## src/hdl/snlf_pkg.sv

```systemverilog
// package: constants, codes, states and carriers of the signaling link framer
package snlf_pkg;
   // octet sequence length, a synthesis-time constant
   localparam int SEQ_W = 12;
   // width of payload and message octet counts
   localparam int LEN_W = 12;
   // protocol-type codes of the one-octet typed header
   localparam logic [7:0] TYPE_PHY = 8'h00;
   localparam logic [7:0] TYPE_SMP = 8'h11;
   localparam logic [7:0] TYPE_PCP = 8'h16;
   localparam logic [7:0] TYPE_TPT0 = 8'h17;
   localparam logic [7:0] TYPE_TPT7 = 8'h1e;
   // delivery flow selector values
   localparam logic FLOW_BE = 1'b0;
   localparam logic FLOW_RD = 1'b1;
   // register byte offsets on the avalon slave
   localparam logic [3:0] REG_CTRL = 4'h0;
   localparam logic [3:0] REG_STAT = 4'h4;
   localparam logic [3:0] REG_VS = 4'h8;
   localparam logic [3:0] REG_VR = 4'hc;
   // control register bit positions, write-one pulses
   localparam int CTRL_TXRST = 0;
   localparam int CTRL_RXRST = 1;
   localparam int CTRL_REPORT = 2;
   // status register bit positions
   localparam int STAT_OPEN = 0;
   localparam int STAT_QTX = 1;
   localparam int STAT_QRX = 2;
   localparam int STAT_TXWAIT = 3;
   localparam int STAT_RXRST = 4;
   localparam int STAT_ST = 5;
   // field position of the reliable send counter in REG_VS
   localparam int VS_RD_POS = 16;
   localparam int NUM_CK = 5;
   // control message kinds used for reset and status exchange
   typedef enum logic [2:0] {
      CK_RX_REQ = 3'h0,
      CK_RX_ACK = 3'h1,
      CK_TX_NOTICE = 3'h2,
      CK_TX_ACK = 3'h3,
      CK_REPORT = 3'h4
   } snlf_ctl_t;
   // transmit framer states
   typedef enum logic [2:0] {
      ST_IDLE = 3'b001,
      ST_TYPE = 3'b010,
      ST_BODY = 3'b100
   } snlf_tx_st_t;
   // link packet header carried beside the payload octets
   typedef struct packed {
      logic flow;
      logic space;
      logic first;
      logic last;
      logic [SEQ_W-1:0] seq;
   } snlf_hdr_t;
   // one control message with its sequence-space bit
   typedef struct packed {
      logic valid;
      snlf_ctl_t kind;
      logic space;
   } snlf_ctl_msg_t;
endpackage : snlf_pkg

```

## src/hdl/snlf_framer.sv

```systemverilog
// signaling link framer: typed header, fragmentation, flows and resets
`timescale 1ns/100ps
`default_nettype none
// Operation
// - prefix every message with 8-bit type
// - type octet names the owning protocol
// - type codes 0x00..0x16, transports 0x17..0x1e
// - two flows: 0 best effort, 1 reliable
// - reliable flow keeps transmit and receive space bits
// - receive bit follows peer, mismatch means reset
// - best effort space 0 means no sequence
// - link packet is header plus contiguous octets
// - payload never exceeds current maximum size, a limit of 0 acts as 1
// - one payload holds one typed packet only
// - oversize typed packets split into fragments
// - five control messages for reset and status
// - sequence arithmetic unsigned modulo the space
// - half space ahead greater, behind smaller
// - link opened initializes both flows, both ends; not vr on a taken reliable octet, nor reassembly on best effort rx_hdr_i
// - link opened clears both space bits
// - each later reset toggles the space bit
// - request link open, accept opened indication
// - deliver received messages by type code
// - transmitter init zeroes send counter
// - sequence field equals send counter, advances
module snlf_framer #(
   parameter int LEN_W = snlf_pkg::LEN_W
) (
   input wire logic ref_clk_i, // 100 MHz clock
   input wire logic reset_i, // sync reset, active high
   input wire logic [3:0] avs_address_i, // byte address
   input wire logic avs_read_i, // read request
   input wire logic avs_write_i, // write request
   input wire logic [31:0] avs_writedata_i, // write data
   input wire logic [3:0] avs_byteenable_i, // byte lanes
   output logic [31:0] avs_readdata_o, // read data
   output logic avs_waitrequest_o, // stall
   input wire logic msg_valid_i, // message octet valid
   output logic msg_ready_o, // message octet taken
   input wire logic [7:0] msg_type_i, // owner type code
   input wire logic msg_flow_i, // delivery flow
   input wire logic [LEN_W-1:0] msg_len_i, // message octets
   input wire logic [7:0] msg_data_i, // message octet
   input wire logic [LEN_W-1:0] max_payload_i, // current payload limit
   output logic open_link_cmd_o, // open request pulse
   input wire logic link_opened_ind_i, // opened pulse
   output logic lnk_valid_o, // link octet valid
   input wire logic lnk_ready_i, // link octet taken
   output logic [7:0] lnk_data_o, // link octet
   output logic lnk_sop_o, // first octet of payload
   output logic lnk_eop_o, // last octet of payload
   output snlf_pkg::snlf_hdr_t lnk_hdr_o, // payload header
   input wire logic rx_valid_i, // received octet valid
   input wire logic [7:0] rx_data_i, // received octet
   input wire logic rx_sop_i, // payload start
   input wire logic rx_eop_i, // payload end
   input wire snlf_pkg::snlf_hdr_t rx_hdr_i, // payload header
   output logic up_valid_o, // delivered octet valid
   output logic [7:0] up_type_o, // owner type code
   output logic [7:0] up_data_o, // delivered octet
   output logic up_first_o, // first message octet
   output logic up_last_o, // last message octet
   output logic ctl_valid_o, // control message out valid
   input wire logic ctl_ready_i, // control message taken
   output snlf_pkg::snlf_ctl_t ctl_kind_o, // control kind
   output logic ctl_space_o, // space bit carried
   input wire snlf_pkg::snlf_ctl_msg_t ctl_in_i // control message in
);
   localparam int SW = snlf_pkg::SEQ_W;

   // modulo add, wraps in the sequence space
   function automatic logic [SW-1:0] seq_add(input logic [SW-1:0] a, input logic [LEN_W:0] n);
      return a + SW'(n);
   endfunction : seq_add

   logic link_open, cmd_sent, q_tx, q_rx, tx_wait, rx_rst;
   logic [SW-1:0] vs_be, vs_rd, vr;
   snlf_pkg::snlf_tx_st_t st;
   logic [7:0] ty_q;
   logic fl_q;
   logic [LEN_W:0] rem;
   logic [LEN_W-1:0] frag_left;
   logic [snlf_pkg::NUM_CK-1:0] pend, pend_set, pend_clr;
   logic sw_txrst, sw_rxrst, sw_rep, ack;

   ////////////////////////////////////////////////////////////////////////////
   // avalon slave: one wait cycle, then the answer
   logic req, wr_go;
   always_comb begin
      req = avs_read_i | avs_write_i;
      avs_waitrequest_o = req & ~ack;
      wr_go = avs_write_i & ack & avs_byteenable_i[0];
   end

   // ack alternates so each request sees exactly one stall cycle
   always_ff @(posedge ref_clk_i) begin
      if (reset_i) ack <= 1'b0;
      else ack <= req & ~ack;
   end

   // read data loads in the stall cycle and stands at the answer edge
   always_ff @(posedge ref_clk_i) begin
      if (reset_i) begin
         avs_readdata_o <= 32'h0;
      end else if (avs_read_i & ~ack) begin
         case (avs_address_i)
            snlf_pkg::REG_STAT: avs_readdata_o <= 32'({st, rx_rst, tx_wait, q_rx, q_tx,
               link_open});
            snlf_pkg::REG_VS: avs_readdata_o <= (32'(vs_rd) << snlf_pkg::VS_RD_POS) |
               32'(vs_be);
            snlf_pkg::REG_VR: avs_readdata_o <= 32'(vr);
            default: avs_readdata_o <= 32'h0; // control reads zero, holes too
         endcase
      end
   end

   // control bits are write-one pulses
   always_ff @(posedge ref_clk_i) begin
      if (reset_i) begin
         sw_txrst <= 1'b0;
         sw_rxrst <= 1'b0;
         sw_rep <= 1'b0;
      end else begin
         sw_txrst <= wr_go & (avs_address_i == snlf_pkg::REG_CTRL) &
            avs_writedata_i[snlf_pkg::CTRL_TXRST];
         sw_rxrst <= wr_go & (avs_address_i == snlf_pkg::REG_CTRL) &
            avs_writedata_i[snlf_pkg::CTRL_RXRST];
         sw_rep <= wr_go & (avs_address_i == snlf_pkg::REG_CTRL) &
            avs_writedata_i[snlf_pkg::CTRL_REPORT];
      end
   end

   ////////////////////////////////////////////////////////////////////////////
   // reset and control message decode
   logic rx_req_in, rx_req_flip, tx_rst_go, tx_done, notice_in, notice_flip;
   logic tx_init_rd, rx_init;
   logic sop_rd, rx_mis, rx_lt, flip_data, rx_ign, rx_dup, rx_leave;
   always_comb begin
      rx_req_in = ctl_in_i.valid & (ctl_in_i.kind == snlf_pkg::CK_RX_REQ) & ~tx_wait;
      rx_req_flip = rx_req_in & (ctl_in_i.space != q_tx);
      tx_rst_go = sw_txrst & ~tx_wait;
      // a report with a stale space bit is ignored
      tx_done = ctl_in_i.valid & ((ctl_in_i.kind == snlf_pkg::CK_TX_ACK) |
         ((ctl_in_i.kind == snlf_pkg::CK_REPORT) & (ctl_in_i.space == q_tx)));
      notice_in = ctl_in_i.valid & (ctl_in_i.kind == snlf_pkg::CK_TX_NOTICE);
      notice_flip = notice_in & (ctl_in_i.space != q_rx);
      tx_init_rd = link_opened_ind_i | tx_rst_go | rx_req_flip;
      sop_rd = rx_valid_i & rx_sop_i & (rx_hdr_i.flow == snlf_pkg::FLOW_RD);
      rx_mis = sop_rd & (rx_hdr_i.space != q_rx);
      flip_data = rx_mis & ~rx_rst;
      rx_ign = rx_mis & rx_rst;
      rx_dup = sop_rd & ~rx_mis & rx_lt;
      rx_leave = rx_rst & ((ctl_in_i.valid & (ctl_in_i.kind == snlf_pkg::CK_RX_ACK)) |
         (sop_rd & ~rx_mis));
      rx_init = link_opened_ind_i | sw_rxrst | notice_flip | flip_data;
   end

   // open link once per pending message, opened indication marks it up
   always_ff @(posedge ref_clk_i) begin
      if (reset_i) begin
         link_open <= 1'b0;
         cmd_sent <= 1'b0;
         open_link_cmd_o <= 1'b0;
      end else begin
         open_link_cmd_o <= msg_valid_i & ~link_open & ~cmd_sent;
         if (link_opened_ind_i) begin
            link_open <= 1'b1;
            cmd_sent <= 1'b0;
         end else if (msg_valid_i & ~link_open) begin
            cmd_sent <= 1'b1;
         end
      end
   end

   // transmit space bit: cleared on open, toggled on each later reset
   always_ff @(posedge ref_clk_i) begin
      if (reset_i) begin
         q_tx <= 1'b0;
         tx_wait <= 1'b0;
      end else if (link_opened_ind_i) begin
         q_tx <= 1'b0;
         tx_wait <= 1'b0;
      end else begin
         if (tx_rst_go | rx_req_flip) q_tx <= ~q_tx;
         // no new reset until the peer sends a tx ack, or a report with the new space bit
         if (tx_rst_go) tx_wait <= 1'b1;
         else if (tx_done) tx_wait <= 1'b0;
      end
   end

   // receive space bit tracks the peer and its own resets
   always_ff @(posedge ref_clk_i) begin
      if (reset_i) begin
         q_rx <= 1'b0;
         rx_rst <= 1'b0;
      end else if (link_opened_ind_i) begin
         q_rx <= 1'b0;
         rx_rst <= 1'b0;
      end else begin
         if (sw_rxrst | notice_flip | flip_data) q_rx <= ~q_rx;
         if (sw_rxrst) rx_rst <= 1'b1;
         else if (rx_leave) rx_rst <= 1'b0;
      end
   end

   ////////////////////////////////////////////////////////////////////////////
   // outgoing control messages, lowest kind first
   always_comb begin
      pend_set = '0;
      pend_set[snlf_pkg::CK_RX_REQ] = sw_rxrst;
      pend_set[snlf_pkg::CK_RX_ACK] = rx_req_in;
      pend_set[snlf_pkg::CK_TX_NOTICE] = tx_rst_go;
      pend_set[snlf_pkg::CK_TX_ACK] = notice_in;
      pend_set[snlf_pkg::CK_REPORT] = sw_rep;
      ctl_valid_o = |pend;
      ctl_kind_o = snlf_pkg::CK_RX_REQ;
      for (int i = snlf_pkg::NUM_CK - 1; i >= 0; i--) begin
         if (pend[i]) ctl_kind_o = snlf_pkg::snlf_ctl_t'(i);
      end
      case (ctl_kind_o)
         snlf_pkg::CK_RX_ACK, snlf_pkg::CK_TX_NOTICE: ctl_space_o = q_tx;
         default: ctl_space_o = q_rx;
      endcase
      pend_clr = '0;
      pend_clr[ctl_kind_o] = ctl_valid_o & ctl_ready_i;
   end

   // a new request of a kind wins over its clear
   always_ff @(posedge ref_clk_i) begin
      if (reset_i) pend <= '0;
      else pend <= (pend & ~pend_clr) | pend_set;
   end

   ////////////////////////////////////////////////////////////////////////////
   // transmit framing terms
   logic can_load, load, new_pay, last_pay, whole, seq_on, first_pay;
   logic [LEN_W:0] maxp, pay_size, cnt;
   always_comb begin
      maxp = (max_payload_i == '0) ? (LEN_W+1)'(1) : {1'b0, max_payload_i};
      can_load = ~lnk_valid_o | lnk_ready_i;
      msg_ready_o = (st == snlf_pkg::ST_BODY) & can_load;
      load = ((st == snlf_pkg::ST_TYPE) & can_load) | (msg_valid_i & msg_ready_o);
      new_pay = load & (frag_left == '0);
      last_pay = rem <= maxp;
      pay_size = last_pay ? rem : maxp;
      first_pay = st == snlf_pkg::ST_TYPE;
      whole = first_pay & last_pay;
      seq_on = (fl_q == snlf_pkg::FLOW_RD) | ~whole;
      cnt = new_pay ? pay_size : {1'b0, frag_left};
   end

   // framer: type octet, then the body, one typed packet at a time
   always_ff @(posedge ref_clk_i) begin
      if (reset_i) begin
         st <= snlf_pkg::ST_IDLE;
         ty_q <= 8'h00;
         fl_q <= snlf_pkg::FLOW_BE;
         rem <= '0;
      end else begin
         case (st)
            snlf_pkg::ST_IDLE: begin
               if (msg_valid_i & link_open) begin
                  ty_q <= msg_type_i;
                  fl_q <= msg_flow_i;
                  rem <= {1'b0, msg_len_i} + (LEN_W+1)'(1);
                  st <= snlf_pkg::ST_TYPE;
               end
            end
            snlf_pkg::ST_TYPE: begin
               if (load) begin
                  rem <= rem - (LEN_W+1)'(1);
                  st <= (rem == (LEN_W+1)'(1)) ? snlf_pkg::ST_IDLE : snlf_pkg::ST_BODY;
               end
            end
            snlf_pkg::ST_BODY: begin
               if (load) begin
                  rem <= rem - (LEN_W+1)'(1);
                  if (rem == (LEN_W+1)'(1)) st <= snlf_pkg::ST_IDLE;
               end
            end
            default: st <= snlf_pkg::ST_IDLE;
         endcase
      end
   end

   // output octet register: header rides with every octet of a payload
   always_ff @(posedge ref_clk_i) begin
      if (reset_i) begin
         lnk_valid_o <= 1'b0;
         lnk_data_o <= 8'h00;
         lnk_sop_o <= 1'b0;
         lnk_eop_o <= 1'b0;
         lnk_hdr_o <= '0;
         frag_left <= '0;
      end else if (load) begin
         lnk_valid_o <= 1'b1;
         lnk_data_o <= first_pay ? ty_q : msg_data_i;
         lnk_sop_o <= new_pay;
         lnk_eop_o <= cnt == (LEN_W+1)'(1);
         frag_left <= LEN_W'(cnt - (LEN_W+1)'(1));
         if (new_pay) begin
            lnk_hdr_o.flow <= fl_q;
            lnk_hdr_o.space <= (fl_q == snlf_pkg::FLOW_RD) ? q_tx : ~whole;
            lnk_hdr_o.first <= first_pay;
            lnk_hdr_o.last <= last_pay;
            lnk_hdr_o.seq <= (fl_q == snlf_pkg::FLOW_RD) ? vs_rd : vs_be;
         end
      end else if (lnk_ready_i) begin
         lnk_valid_o <= 1'b0;
      end
   end

   // send counters: zeroed by init, advanced by payload size when sequenced
   always_ff @(posedge ref_clk_i) begin
      if (reset_i) begin
         vs_be <= '0;
         vs_rd <= '0;
      end else begin
         if (link_opened_ind_i) vs_be <= '0;
         else if (new_pay & seq_on & (fl_q == snlf_pkg::FLOW_BE)) vs_be <= seq_add(vs_be,
            pay_size);
         if (tx_init_rd) vs_rd <= '0;
         else if (new_pay & (fl_q == snlf_pkg::FLOW_RD)) vs_rd <= seq_add(vs_rd, pay_size);
      end
   end

   ////////////////////////////////////////////////////////////////////////////
   // receive: duplicate check, reassembly and dispatch by type
   snlf_seq_cmp #(.W(SW)) u_cmp (
      .ref_clk_i(ref_clk_i),
      .reset_i(reset_i),
      .a_i(rx_hdr_i.seq),
      .x_i(vr),
      .gt_o(),
      .lt_o(rx_lt)
   );

   logic pay_ok, oct_ok, eff_first, eff_last, in_pkt, known, first_pend;
   always_comb begin
      // an unsequenced best effort payload is a whole typed packet
      eff_first = rx_hdr_i.first | ((rx_hdr_i.flow == snlf_pkg::FLOW_BE) & ~rx_hdr_i.space);
      eff_last = rx_hdr_i.last | ((rx_hdr_i.flow == snlf_pkg::FLOW_BE) & ~rx_hdr_i.space);
      oct_ok = rx_valid_i & (rx_sop_i ? ~(rx_ign | rx_dup) : pay_ok);
   end

   // expected receive number, zeroed on receiver init unless a reliable octet is taken that cycle
   always_ff @(posedge ref_clk_i) begin
      if (reset_i) begin
         vr <= '0;
         pay_ok <= 1'b0;
      end else begin
         if (rx_valid_i & rx_sop_i) pay_ok <= ~(rx_ign | rx_dup);
         if (oct_ok & (rx_hdr_i.flow == snlf_pkg::FLOW_RD)) begin
            vr <= seq_add(rx_sop_i ? rx_hdr_i.seq : vr, (LEN_W+1)'(1));
         end else if (rx_init) begin
            vr <= '0;
         end
      end
   end

   // first octet of a first fragment is the type; later octets go up
   always_ff @(posedge ref_clk_i) begin
      if (reset_i) begin
         in_pkt <= 1'b0;
         known <= 1'b0;
         first_pend <= 1'b0;
         up_valid_o <= 1'b0;
         up_type_o <= 8'h00;
         up_data_o <= 8'h00;
         up_first_o <= 1'b0;
         up_last_o <= 1'b0;
      end else begin
         up_valid_o <= 1'b0;
         if (oct_ok & rx_sop_i & eff_first) begin
            up_type_o <= rx_data_i;
            known <= rx_data_i <= snlf_pkg::TYPE_TPT7;
            in_pkt <= ~(rx_eop_i & eff_last);
            first_pend <= 1'b1;
         end else if (oct_ok & in_pkt) begin
            up_valid_o <= known; // unknown owners are dropped
            up_data_o <= rx_data_i;
            up_first_o <= first_pend;
            up_last_o <= rx_eop_i & eff_last;
            first_pend <= 1'b0;
            if (rx_eop_i & eff_last) in_pkt <= 1'b0;
         end else if (rx_init & (rx_hdr_i.flow == snlf_pkg::FLOW_RD)) begin
            in_pkt <= 1'b0; // reassembly emptied on receiver init while rx_hdr_i shows the reliable flow
         end
      end
   end
endmodule : snlf_framer
`default_nettype wire

```

## src/hdl/snlf_seq_cmp.sv

```systemverilog
// modulo sequence comparator for octet sequence numbers
`timescale 1ns/100ps
`default_nettype none
module snlf_seq_cmp #(
   parameter int W = snlf_pkg::SEQ_W
) (
   input wire logic ref_clk_i, // clock, only for checks
   input wire logic reset_i, // sync reset, only for checks
   input wire logic [W-1:0] a_i, // number under test
   input wire logic [W-1:0] x_i, // reference number
   output logic gt_o, // a is ahead of x
   output logic lt_o // a is behind x
);
   logic [W-1:0] diff;
   localparam logic [W-1:0] HALF = W'(1) << (W - 1);

   // unsigned difference wraps, so half the space splits ahead from behind
   always_comb begin
      diff = a_i - x_i;
      gt_o = (diff != '0) && (diff < HALF);
      lt_o = diff >= HALF;
   end
endmodule : snlf_seq_cmp
`default_nettype wire

```

## config.mk

```make
export PLATFORM = sky130hd
export DESIGN_NAME = snlf_framer
export DESIGN_NICKNAME = d
export VERILOG_FILES = /design/src/hdl/snlf_pkg.sv /design/src/hdl/snlf_framer.sv /design/src/hdl/snlf_seq_cmp.sv
export SDC_FILE = /design/constraint.sdc
export NUM_CORES = 1
export LEC_CHECK = 0
export BUFFER_PORTS_ARGS = -buffer_cell sky130_fd_sc_hd__buf_4
export CAP_MARGIN = 10
export CORE_ASPECT_RATIO = 1.5
export CORE_UTILIZATION = 60
export DETAILED_ROUTE_END_ITERATION = 10
export GPL_TIMING_DRIVEN = 0
export PLACE_DENSITY_LB_ADDON = 0.3
export SLEW_MARGIN = 20
export SYNTH_ARGS = -nofsm -noshare
export SYNTH_HDL_FRONTEND = slang
export SYNTH_SLANG_ARGS = --single-unit
```

## constraint.sdc

```tcl
create_clock -name ref_clk_i -period 10.4 [get_ports ref_clk_i]
set_input_delay 1.04 -clock ref_clk_i [delete_from_list [all_inputs] [get_ports ref_clk_i]]
set_output_delay 1.04 -clock ref_clk_i [all_outputs]
set_load 0.02 [all_outputs]
```

==> results of run 1 <==
flip-flops by register name (all words and copies together), names as in the netlist, 3 cells and up:
signal,flops
avs_readdata_o,24
up_type_o,8
lnk_data_o,8
up_data_o,8
rem,13
frag_left,12
vs_rd,12
vr,12
st,3
vs_be,12
lnk_hdr_o,16
pend,5
ty_q,8
cells by family after synthesis:
kind of cell | share of synthesized area, %
other | 0.0365
flip-flops | 31.7
AND/OR/NAND/NOR | 23.0
adder cells (fa/ha/maj) | 5.08
buffers and inverters | 5.99
AO/OA/AOI/OAI | 24.8
XOR/XNOR | 3.49
multiplexers | 5.86
cell usage in the layout, fill, tap and decap left out, types with 13 or more instances in the layout:
cell and instances:
a211oi_1 22, a21oi_1 100, a22oi_1 31, a31oi_1 14, and2_1 13, buf_4 174, clkbuf_1 62, clkbuf_16 17
dfxtp_1 163, ha_1 39, inv_1 55, mux2_2 13, mux2i_1 41, nand2_1 143, nand2b_1 14, nand3_1 57
nor2_1 141, nor3_1 34, nor4_1 14, o21ai_0 70, or3_1 15, xnor2_1 30
metal layers:
layer  vias up  global-route usage [%]
met5         -                       0
met4         0                    21.7
met3       140                    8.23
met2       566                    64.4
met1      5095                    40.0
li1       5124                       -
worst min path at each step:
stage,start,to,slack [ns],cells after the start
2_1_floorplan,cmd_sent,open_link_cmd_o,0.40,1
3_3_place_gp,cmd_sent,open_link_cmd_o,0.41,1
3_5_place_dp,cmd_sent,open_link_cmd_o,0.44,1
4_1_cts,cmd_sent,open_link_cmd_o,0.45,1
5_1_grt,sw_rep,pend[4],0.47,2
6_report,sw_rep,pend[4],0.45,2
final cells by class:
cell class | instances | area (um2)
clock inverters | 15 | 204
well taps | 210 | 263
inverters | 56 | 210
fillers | 1312 | 4310
multi-input cells | 1012 | 6430
flip-flops and latches | 163 | 3260
plain buffers | 87 | 405
repair buffers | 166 | 1250
clock buffers | 17 | 425
where the power goes:
part | switching, mW | internal (mW)
sequential | 0.0175 | 0.638
clock | 0.326 | 0.331
combinational | 0.217 | 0.126
worst min-delay path: cells and delay by family, from the launching register on:
family,cells,cell delay [ns]
simple gates,1,0.07
compound gates,1,0.04
flops,1,0.31
metrics by stage:
stage                     setup slack (ns)  area (um2)  std cells
final                                 5.14       12400       1726
after global routing                  4.92       12400       1726
after CTS                             5.17       12400       1726
after detailed placement              4.71       11800       1694
after global placement                4.78       11800       1694
after floorplan                       5.34       10300       1318
==> results.md, run 1 <==
* CP Depth at 19
* Count leader, synth: dfxtp_1
* CP arrival at 5.57 ns
* First-pass GRT wire length at between 50 and 60 mm
* Wire length on met1 at ~12 mm
* Max frequency at 190 MHz
* TritonRoute pass-1 iters at 7
* Final TNS setup at 0 ns
* Layout Nets at between 1,500 and 2,000
* Worst Path Required at about 11 ns
* Routed Wire Length at between 30 and 40 mm
* Wire length per cell at 18.9 um
* Gp weighted congestion at roughly 0.99
* H-tree depth at 4
* Remaining global-route overflow at 0
* Crit path to: vs_rd[9]
* Initial antenna violation count at 0
* Worst reg2reg endpoint: vs_rd[9]
* Max-slew headroom at 39.2%
* Vias per cell at 6.33
* Worst R2R Path Depth at 17
* Setup Crit Path Kind: input pin to flop
* Crit-path slowest cell: or4_1
* Ranking of synthesized cells by area: dfxtp_1, nand2_1, nor2_1
* Synth unique cells at between 90 and 100
* Vias at ~11,000
* Finished Core Util at between 70% and 80%
* Setup-failing EPs final at 0
* Die Ht at about 160 um
* Worst path cell trace: buf_4 > inv_1 > ha_1 > nand4b_4 > or2_4 > o2111a_2 > o21ai_4 > buf_8 > mux2_2 > ha_1 > a2111oi_2 > a211oi_2 > o31ai_2 > o211ai_1 > a211oi_2 > a41oi_1 > or4_1 > nand3_1 > a21oi_1
* Worst VDD drop at 0.118 mV
* Post-synthesis sequential area ratio at 31.7%
* Period minus WS final at 5.26 ns
* Largest area contributor in the netlist: dfxtp_1
* Status: finished, final reports clean
* Largest net degree at the start of global routing at 21
* Pwr/cell area at between 100 and 150 nW/um2
* Setup crit start kind: input pin
* Setup bufs post-CTS at 0
* FF+latch count, synth at roughly 160
* Actual slew at the worst max-slew pin at 0.906 ns
* Crit path max fanout at 10
* I/O Buffers at 166
* Final Hold Viols at 0
* Met3 Wirelength at about 2.6 mm
* Cts bufs inserted at 17
* Post-DRT Antenna Nets at 0
* Die area at 17,700 um2
* Worst hold path type: flop to flop
* Total power at around 1.7 mW
* Ys flop type: dfxtp_1
* Worst-path clk slew at about 0.080 ns
* Ant diodes at 0
* Std-Cell Rows at a little under 60
* Yosys warnings at 0
* Ports at about 210
* Total global routing track utilization at a little under two fifths
* Crit end category: flop
* Max Cap Viol at 0
* TritonCTS clock tree: yes
* Delay-heaviest family, CP: compound AO/OA/AOI/OAI gates
* Reg2reg start: rem[10]
* Share of the synthesized area in the top cell type at a little under a third
* Root Driver: clkbuf_16
* Mapped Area at between 10,000 and 15,000 um2
* Syn Area/Cell at 7.84 um2
* Highest routed layer: met4
* Reg2Reg Setup Slack at around 5.5 ns
* Hold Slack at 0.446 ns
* Resized cells post-CTS at 0
* Fraction of layout cells with a size suffix above 1 at between 15 and 20%
* Final clock period utilization by the worst path at roughly half
* DRC violation total after the first TritonRoute iteration at roughly 850
* # DRC at 0
* Initial core utilization at 61.3%
* Clk_skew at about 0.011 ns
* Vias in the first global route at ~10,000
* Post-synth EDFFs at 0
* Clk_lat worst skew at around 0.45 ns
* Synth-to-Final Area Change at 21.1%
* Gate Count Post-Synth at between 1,000 and 1,500
* Pins over their slew limit at 0
* P_leak at 4.75 nW
* Clk buf depth at 2
* Chip Width at 109 um
* RSZ-0062 raised after global routing: false
* Met2 WL at 16.6 mm
* Ys async rst share at 0%
* Crit path largest cell delay at 0.49 ns
* Area of the core at around 17,000 um2
* DP Wirelength at 24.6 mm
* Hold Buf Count CTS at 0
* Top cells by count, synth: dfxtp_1, nand2_1, nor2_1, a21oi_1, o21ai_0
* CTS sink cnt at between 150 and 200
* Crit path launch: max_payload_i[10]
* Buffer and inverter count on the worst path at 3
Note: power is estimated with default switching activity, not from simulation.
==> inputs of run 2 (changes only) <==
ABC_AREA = 1   (was not set)
CORE_UTILIZATION = 50   (was 60)
clock period = 4.8 ns   (was 10.4 ns; I/O delays follow)
==> run 2 against run 1 <==
Effect of this change:
- wire length fell by 5.7%
- critical endpoint is now vs_be[11]
- die area up 14%
- largest power group is now combinational cells
- critical path type is now flop to flop
- via count fell by 5.1%
- design area decreased by 3.3%
==> results.md, run 2 <==
* Status: finished, final reports clean
* Yosys warnings at 0 (unchanged)
* Resized cells post-CTS at 0 (unchanged)
* Largest register FFs at 24 (unchanged)
* Max-slew headroom at 21.4% (-18 points)
* Fraction of layout cells with a size suffix above 1 at 17.2% (-1.0 points)
* Crit-path slowest cell: o21ai_0
* Ant diodes at 0 (unchanged)
* Max frequency at approximately 270 MHz
* Routed Wire Length at 30.7 mm (-5.7%)
* CP arrival at 3.98 ns (-1.59 ns)
* Setup Crit Path Kind: flop to flop
* Ys flop type: dfxtp_1
* Final Hold Viols at 0 (unchanged)
* Largest Register: avs_readdata_o
* Pins over their slew limit at 0 (unchanged)
* Most frequent cells in the layout: nand2_1, inv_1, buf_4
* Largest net degree at the start of global routing at 20 (-4.8%)
* Delay-heaviest family, CP: compound AO/OA/AOI/OAI gates
* Ys async rst share at 0% (unchanged)
* DP Wirelength at 24.4 mm (-0.93%)
* Wire length per cell at 15.9 um (-16%)
* Cell area after layout at 12,000 um2 (-3.3%)
* Reg2reg start: rem[8]
* Min-delay src: msg_type_i[4]
* Worst hold path type: input pin to flop
* Critical Path Most Common Cell: nand2_1
* Crit path max fanout at 10 (unchanged)
* Worst VDD drop at 0.273 mV (+130%)
* Initial core utilization at 51.2% (-10 points)
* Worst Path Required at 5.10 ns (-5.61 ns)
* Synth unique cells at 53 (-44%)
* Post-route insts no fill at 1,933 (+12%)
* Layout Nets at 1,824 (+9.7%)
* Root Driver: clkbuf_16
* Synth-to-Final Area Change at 22.7%
* TritonCTS clock tree: yes
* First-pass GRT wire length at 47.9 mm (-5.6%)
* Gp weighted congestion at 0.953 (-3.9%)
* Reg2Reg Setup Slack at 1.12 ns (-4.36 ns)
* CTS sink cnt at 163 (unchanged)
* TritonRoute pass-1 iters at 8 (+1)
* Filler instances at 1,819 (+39%)
* Placement Cell Area at 11,400 um2 (-3.5%)
* Largest regs: avs_readdata_o x24, lnk_hdr_o x16, rem x13
* # DRC at 0 (unchanged)
* Period minus WS final at approximately 3.7 ns
* Pwr/cell area at 398 nW/um2 (+200%)
* Count leader, synth: nand2_1
* Std-Cell Rows at 62 (+6.9%)
* DRC violation total after the first TritonRoute iteration at 740 (-13%)
* Vias in the first global route at 9,813 (-4.1%)
* Most common cell after layout, fill and taps aside: nand2_1
* H-tree depth at 4 (unchanged)
* Max Cap Viol at 0 (unchanged)
* FF+latch count, synth at 163 (unchanged)
* Final TNS setup at 0 ns (unchanged)
* Worst R2R Path Depth at 17 (unchanged)
* Vias per cell at 5.36 (-15%)
* Worst reg2reg endpoint: vs_be[11]
* Total global routing track utilization at 30.9% (-6.0 points)
* RSZ-0062 raised after global routing: false
* Initial antenna violation count at 0 (unchanged)
* Actual slew at the worst max-slew pin at 1.17 ns (+0.261 ns)
* Hold Slack at 0.264 ns (-0.182 ns)
* Worst path cell trace: ha_1 > nand2_1 > nor2_1 > and2_1 > nand2_2 > nand2_4 > nand2_4 > buf_12 > o21ai_0 > ha_1 > a21oi_1 > a21boi_0 > nand3_1 > nand2_1 > nand2_1 > nand2_1 > a21oi_2
* Crit end category: flop
* Crit path largest cell delay at 0.78 ns (+0.29 ns)
* Die area at 20,200 um2 (+14%)
* Ports at 207 (unchanged)
* Largest area contributor in the netlist: dfxtp_1
* Placed cell count at 1,901 (+12%)
* P_leak at 5.63 nW (+18%)
* Buffer and inverter count on the worst path at 1 (-2)
* Die Ht at 174 um (+6.9%)
* Finished Core Util at 62.8% (-11 points)
* Clk_lat worst skew at 0.44 ns (about the same)
* Hold Path End: ty_q[4]
* Chip Width at 116 um (+6.9%)
* Syn Area/Cell at 6.66 um2 (-15%)
* Clk_skew at 0.0124 ns (+0.00110 ns)
* Mapped Area at 9810 um2 (-4.6%)
* Vias at 10,400 (-5.1%)
* Gate Count Post-Synth at 1,472 (+12%)
* Setup crit start kind: flop
* Hold Buf Count CTS at 0 (unchanged)
* Cts bufs inserted at 17 (unchanged)
* Ranking of synthesized cells by area: dfxtp_1, nand2_1, inv_1
* Share of the synthesized area in the top cell type at 33.3% (+1.5 points)
* I/O Buffers at 166 (unchanged)
* Post-synthesis sequential area ratio at 33.3% (+1.5 points)
* Hold path depth at 3 (+1)
* Setup bufs post-CTS at 0 (unchanged)
* Setup-failing EPs final at 0 (unchanged)
* Top cells by count, synth: nand2_1, inv_1, dfxtp_1, nor2_1, o21ai_0
* Area of the core at 19,200 um2 (+14%)
* Post-DRT Antenna Nets at 0 (unchanged)
* Worst-path clk slew at 0.07 ns (about the same)
* Remaining global-route overflow at 0 (unchanged)
* Post-synth EDFFs at 0 (unchanged)
* Final clock period utilization by the worst path at between 70% and 80%
* Clk buf depth at 2 (unchanged)
-- run 2: cell type report --
cell class | count | area, um2 | share of cell area (%)
multi-input cells | 1067 | 5560 | 46.2
clock inverters | 15 | 208 | 1.73
inverters | 192 | 722 | 6.00
repair buffers | 166 | 1250 | 10.4
well taps | 256 | 320 | 2.66
plain buffers | 57 | 295 | 2.45
flip-flops and latches | 163 | 3260 | 27.1
clock buffers | 17 | 425 | 3.53
-- run 2: tightest hold or removal path, delay by kind of cell --
family / cells / cell delay [ns]
buffers and inverters: 1 / 0.08
and+or+nand+nor: 2 / 0.11
-- run 2: worst max-delay path by stage --
stage                      from         to  slack [ns]  cells past startpoint
2_1_floorplan  max_payload_i[5]   vs_be[8]        1.76                     21
3_3_place_gp   max_payload_i[9]  vs_be[11]        0.86                     18
3_5_place_dp   max_payload_i[9]  vs_be[11]        0.82                     18
4_1_cts                  rem[8]  vs_be[11]        1.16                     17
5_1_grt                  rem[7]  vs_be[11]        0.89                     17
6_report                 rem[8]  vs_be[11]        1.12                     17
-- run 2: power breakdown --
group          switching, mW  internal (mW)  total (mW)
Sequential             0.127           1.46        1.59
Clock                  0.673          0.764        1.44
Combinational           1.16          0.595        1.76
-- run 2: cell families after synthesis --
group           after synthesis  synth area share [%]
simple gates                652                  29.0
compound gates              338                  19.7
buf+inv                     249                  10.4
flops                       163                  33.3
fa+ha+maj                    39                  4.97
xor+xnor                     30                  2.68
other cells                   1                0.0382
-- run 2: per-stage QoR --
step	power, mW	setup slack (ns)
2_1_floorplan	2.80	1.76
3_3_place_gp	3.31	0.860
3_5_place_dp	3.34	0.816
4_1_cts	4.77	1.16
5_1_grt	5.04	0.890
6_report	4.79	1.12
-- run 2: metal layers --
metal,vias to the layer above,track usage [%],share of wire (%)
met2,376,53.8,49
met1,4679,32.5,37
met3,114,5.80,6.2
met5,-,0,0
li1,5197,-,-
met4,0,22.3,7.4
==> inputs of run 3 (changes only) <==
CORE_UTILIZATION = 56   (was 50)
clock period = 3.4 ns   (was 4.8 ns; I/O delays follow)
==> run 3 against run 2 <==
Effect of this change:
- clock power grew 38%
- maximum frequency is 15% higher
- wire length grew 1.7%
- worst setup slack worse by 0.92 ns
- clock skew decreased by 0.0027 ns
- non-clock buffer count rose by 1
- total power increased by 41%
- final cell count shrank 2.3%
- utilization up 7.9 points
- via count is 2.1% higher
- sequential power grew 42%
- highest routed layer unchanged
==> results.md, run 3 (synthesis results as in run 2) <==
* Vias in the first global route at 9,951 (+1.4%)
* # DRC at 0 (unchanged)
* Remaining global-route overflow at 0 (unchanged)
* Status: finished, final reports clean
* Largest regs: avs_readdata_o x24, lnk_hdr_o x16, rem x13
* Die area at 18,100 um2 (-11%)
* Worst VDD drop at 0.352 mV (+29%)
* Seq. cell area at 3280 um2 (+0.38%)
* Chip Width at 110 um (-5.4%)
* Vias at 10,600 (+2.1%)
* Max-slew headroom at 47.7% (+26 points)
* Crit-path slowest cell: dfxtp_2
* Total global routing track utilization at 35.3% (+4.4 points)
* Area of the multi-input gates at 5580 um2 (+0.43%)
* TritonCTS clock tree: yes
* Reg2reg start: rem[11]
* Actual slew at the worst max-slew pin at 0.781 ns (-0.385 ns)
* Largest Register: avs_readdata_o
* Routed Wire Length at 31.2 mm (+1.7%)
* Ant diodes at 0 (unchanged)
* Most frequent cells in the layout: nand2_1, inv_1, buf_4
* First-pass GRT wire length at 48.2 mm (+0.69%)
* Layout Nets at 1,825 (+0.055%)
* Area of the core at 17,000 um2 (-11%)
* Worst path cell trace: ha_1 > nand2_1 > nor2_4 > and2_1 > nand2_2 > nand2_4 > nand2_4 > buf_8 > o21a_2 > ha_1 > ha_1 > or2_2 > nand3_1 > nand3_2 > nand2_1 > nand2_1 > nand2_1 > nand3_1 > nand2_1 > inv_1
* Clk buf depth at 2 (unchanged)
* Min-delay src: msg_type_i[4]
* DP Wirelength at 24.7 mm (+1.5%)
* Gp weighted congestion at 0.965 (+1.2%)
* Period minus WS final at 3.20 ns (-0.485 ns)
* P_leak at 5.63 nW (about the same)
* Largest net degree at the start of global routing at 19 (-5.0%)
* Worst-path clk slew at 0.07 ns (about the same)
* Critical Path Most Common Cell: nand2_1
* Crit end category: flop
* Pwr/cell area at 563 nW/um2 (+42%)
* Worst hold path type: input pin to flop
* DRC violation total after the first TritonRoute iteration at 836 (+13%)
* RSZ-0062 raised after global routing: false
* Clk_skew at 0.00968 ns (-0.00273 ns)
* Synth-to-Final Area Change at 22.4%
* Wire length per cell at 16.5 um (+4.1%)
* Vias per cell at 5.60 (+4.5%)
* Std-Cell Rows at 58 (-6.5%)
* Worst Path Required at 3.75 ns (-1.35 ns)
* H-tree depth at 4 (unchanged)
* Setup Crit Path Kind: flop to flop
* Pins over their slew limit at 0 (unchanged)
* Max Cap Viol at 0 (unchanged)
* Total power at 6.76 mW (+41%)
* CP arrival at 3.54 ns (-0.44 ns)
* Clk_lat worst skew at 0.44 ns (about the same)
* Most common cell after layout, fill and taps aside: nand2_1
* Crit path largest cell delay at 0.35 ns (-0.43 ns)
* Initial core utilization at 57.8% (+6.6 points)
* Final clock period utilization by the worst path at 94.0% (+17 points)
* Cts bufs inserted at 17 (unchanged)
* CTS sink cnt at 163 (unchanged)
* Largest register FFs at 24 (unchanged)
* Crit path max fanout at 10 (unchanged)
* Filler instances at 1,518 (-17%)
* I/O Buffers at 166 (unchanged)
* Max frequency at 313 MHz (+15%)
* Hold Slack at 0.127 ns (-0.137 ns)
* Post-DRT Antenna Nets at 0 (unchanged)
* Root Driver: clkbuf_16
* Die Ht at 164 um (-5.4%)
* Final Hold Viols at 0 (unchanged)
* Ports at 207 (unchanged)
* Fraction of layout cells with a size suffix above 1 at 18.1% (+0.88 points)
* Hold Buf Count CTS at 0 (unchanged)
* Initial antenna violation count at 0 (unchanged)
* Setup-failing EPs final at 0 (unchanged)
* TritonRoute pass-1 iters at 7 (-1)
* Crit path launch: rem[11]
* Setup crit start kind: flop
==> run 3: changes by cell type in the layout (fill, tap and decap cells not counted), moves of 2 or more <==
cell	change
clkinvlp_4	+3
dfxtp_1	-8
dfxtp_2	+7
inv_6	-2
o21ai_0	-2
o21ai_2	+3
==> run 3: worst paths after layout <==
kind / endpoint / slack (ns) / cells after the start
setup / recovery: vs_be[10] / 0.20 / 20
hold / removal: ty_q[4] / 0.13 / 3
setup reg to reg: vs_be[10] / 0.20 / 20
hold reg to reg: open_link_cmd_o / 0.44 / 1
==> run 3: metal layers <==
layer | routed length, um | vias to the layer above | global-route usage (%)
met5 | 0 | - | 0
met4 | 2400 | 0 | 24.7
met3 | 2000 | 154 | 7.58
met2 | 15600 | 452 | 61.7
met1 | 11200 | 4770 | 36.8
li1 | - | 5205 | -
==> run 3: report_power, final <==
part           internal (mW)  total [mW]  leakage, nW  switching (mW)
clock                   1.06        1.99        0.289           0.929
sequential              2.07        2.26         1.33           0.181
combinational          0.856        2.52         4.01            1.66
==> run 3: area by class of cell <==
type                    count  share of cell area, %
inverters                 192                   6.01
clock buffers              17                   3.54
flip-flops and latches    163                   27.3
multi-input cells        1067                   46.5
clock inverters            15                   1.57
well taps                 210                   2.19
repair buffers            167                   10.4
plain buffers              57                   2.49
==> run 3: what timing repair did <==
action | in CTS | in global routing
setup buffers | 0 | 1
resized for setup | 3 | 16
pin swaps | 0 | 2
setup endpoints to repair | 2 | 17
==> run 3: worst max-delay path, delay by kind of cell (launching register included) <==
family	cells	cell delay (ns)
AOI/OAI and AO/OA	1	0.29
adders and majority gates	3	0.71
buffers and inverters	2	0.21
DFF	1	0.35
and+or+nand+nor	14	1.54
==> run 3: stage by stage <==
stage | cells | setup TNS, ns | setup slack (ns) | cell area [um2] | util [%]
floorplan | 1479 | 0 | 0.504 | 9840 | -
global placement | 1855 | -1.51 | -0.550 | 11300 | 66.8
detailed placement | 1855 | -1.58 | -0.577 | 11300 | 66.8
CTS | 1887 | 0 | 0.0192 | 12000 | 70.5
global route | 1888 | 0 | 0.00413 | 12000 | 70.7
finish | 1888 | 0 | 0.205 | 12000 | 70.7
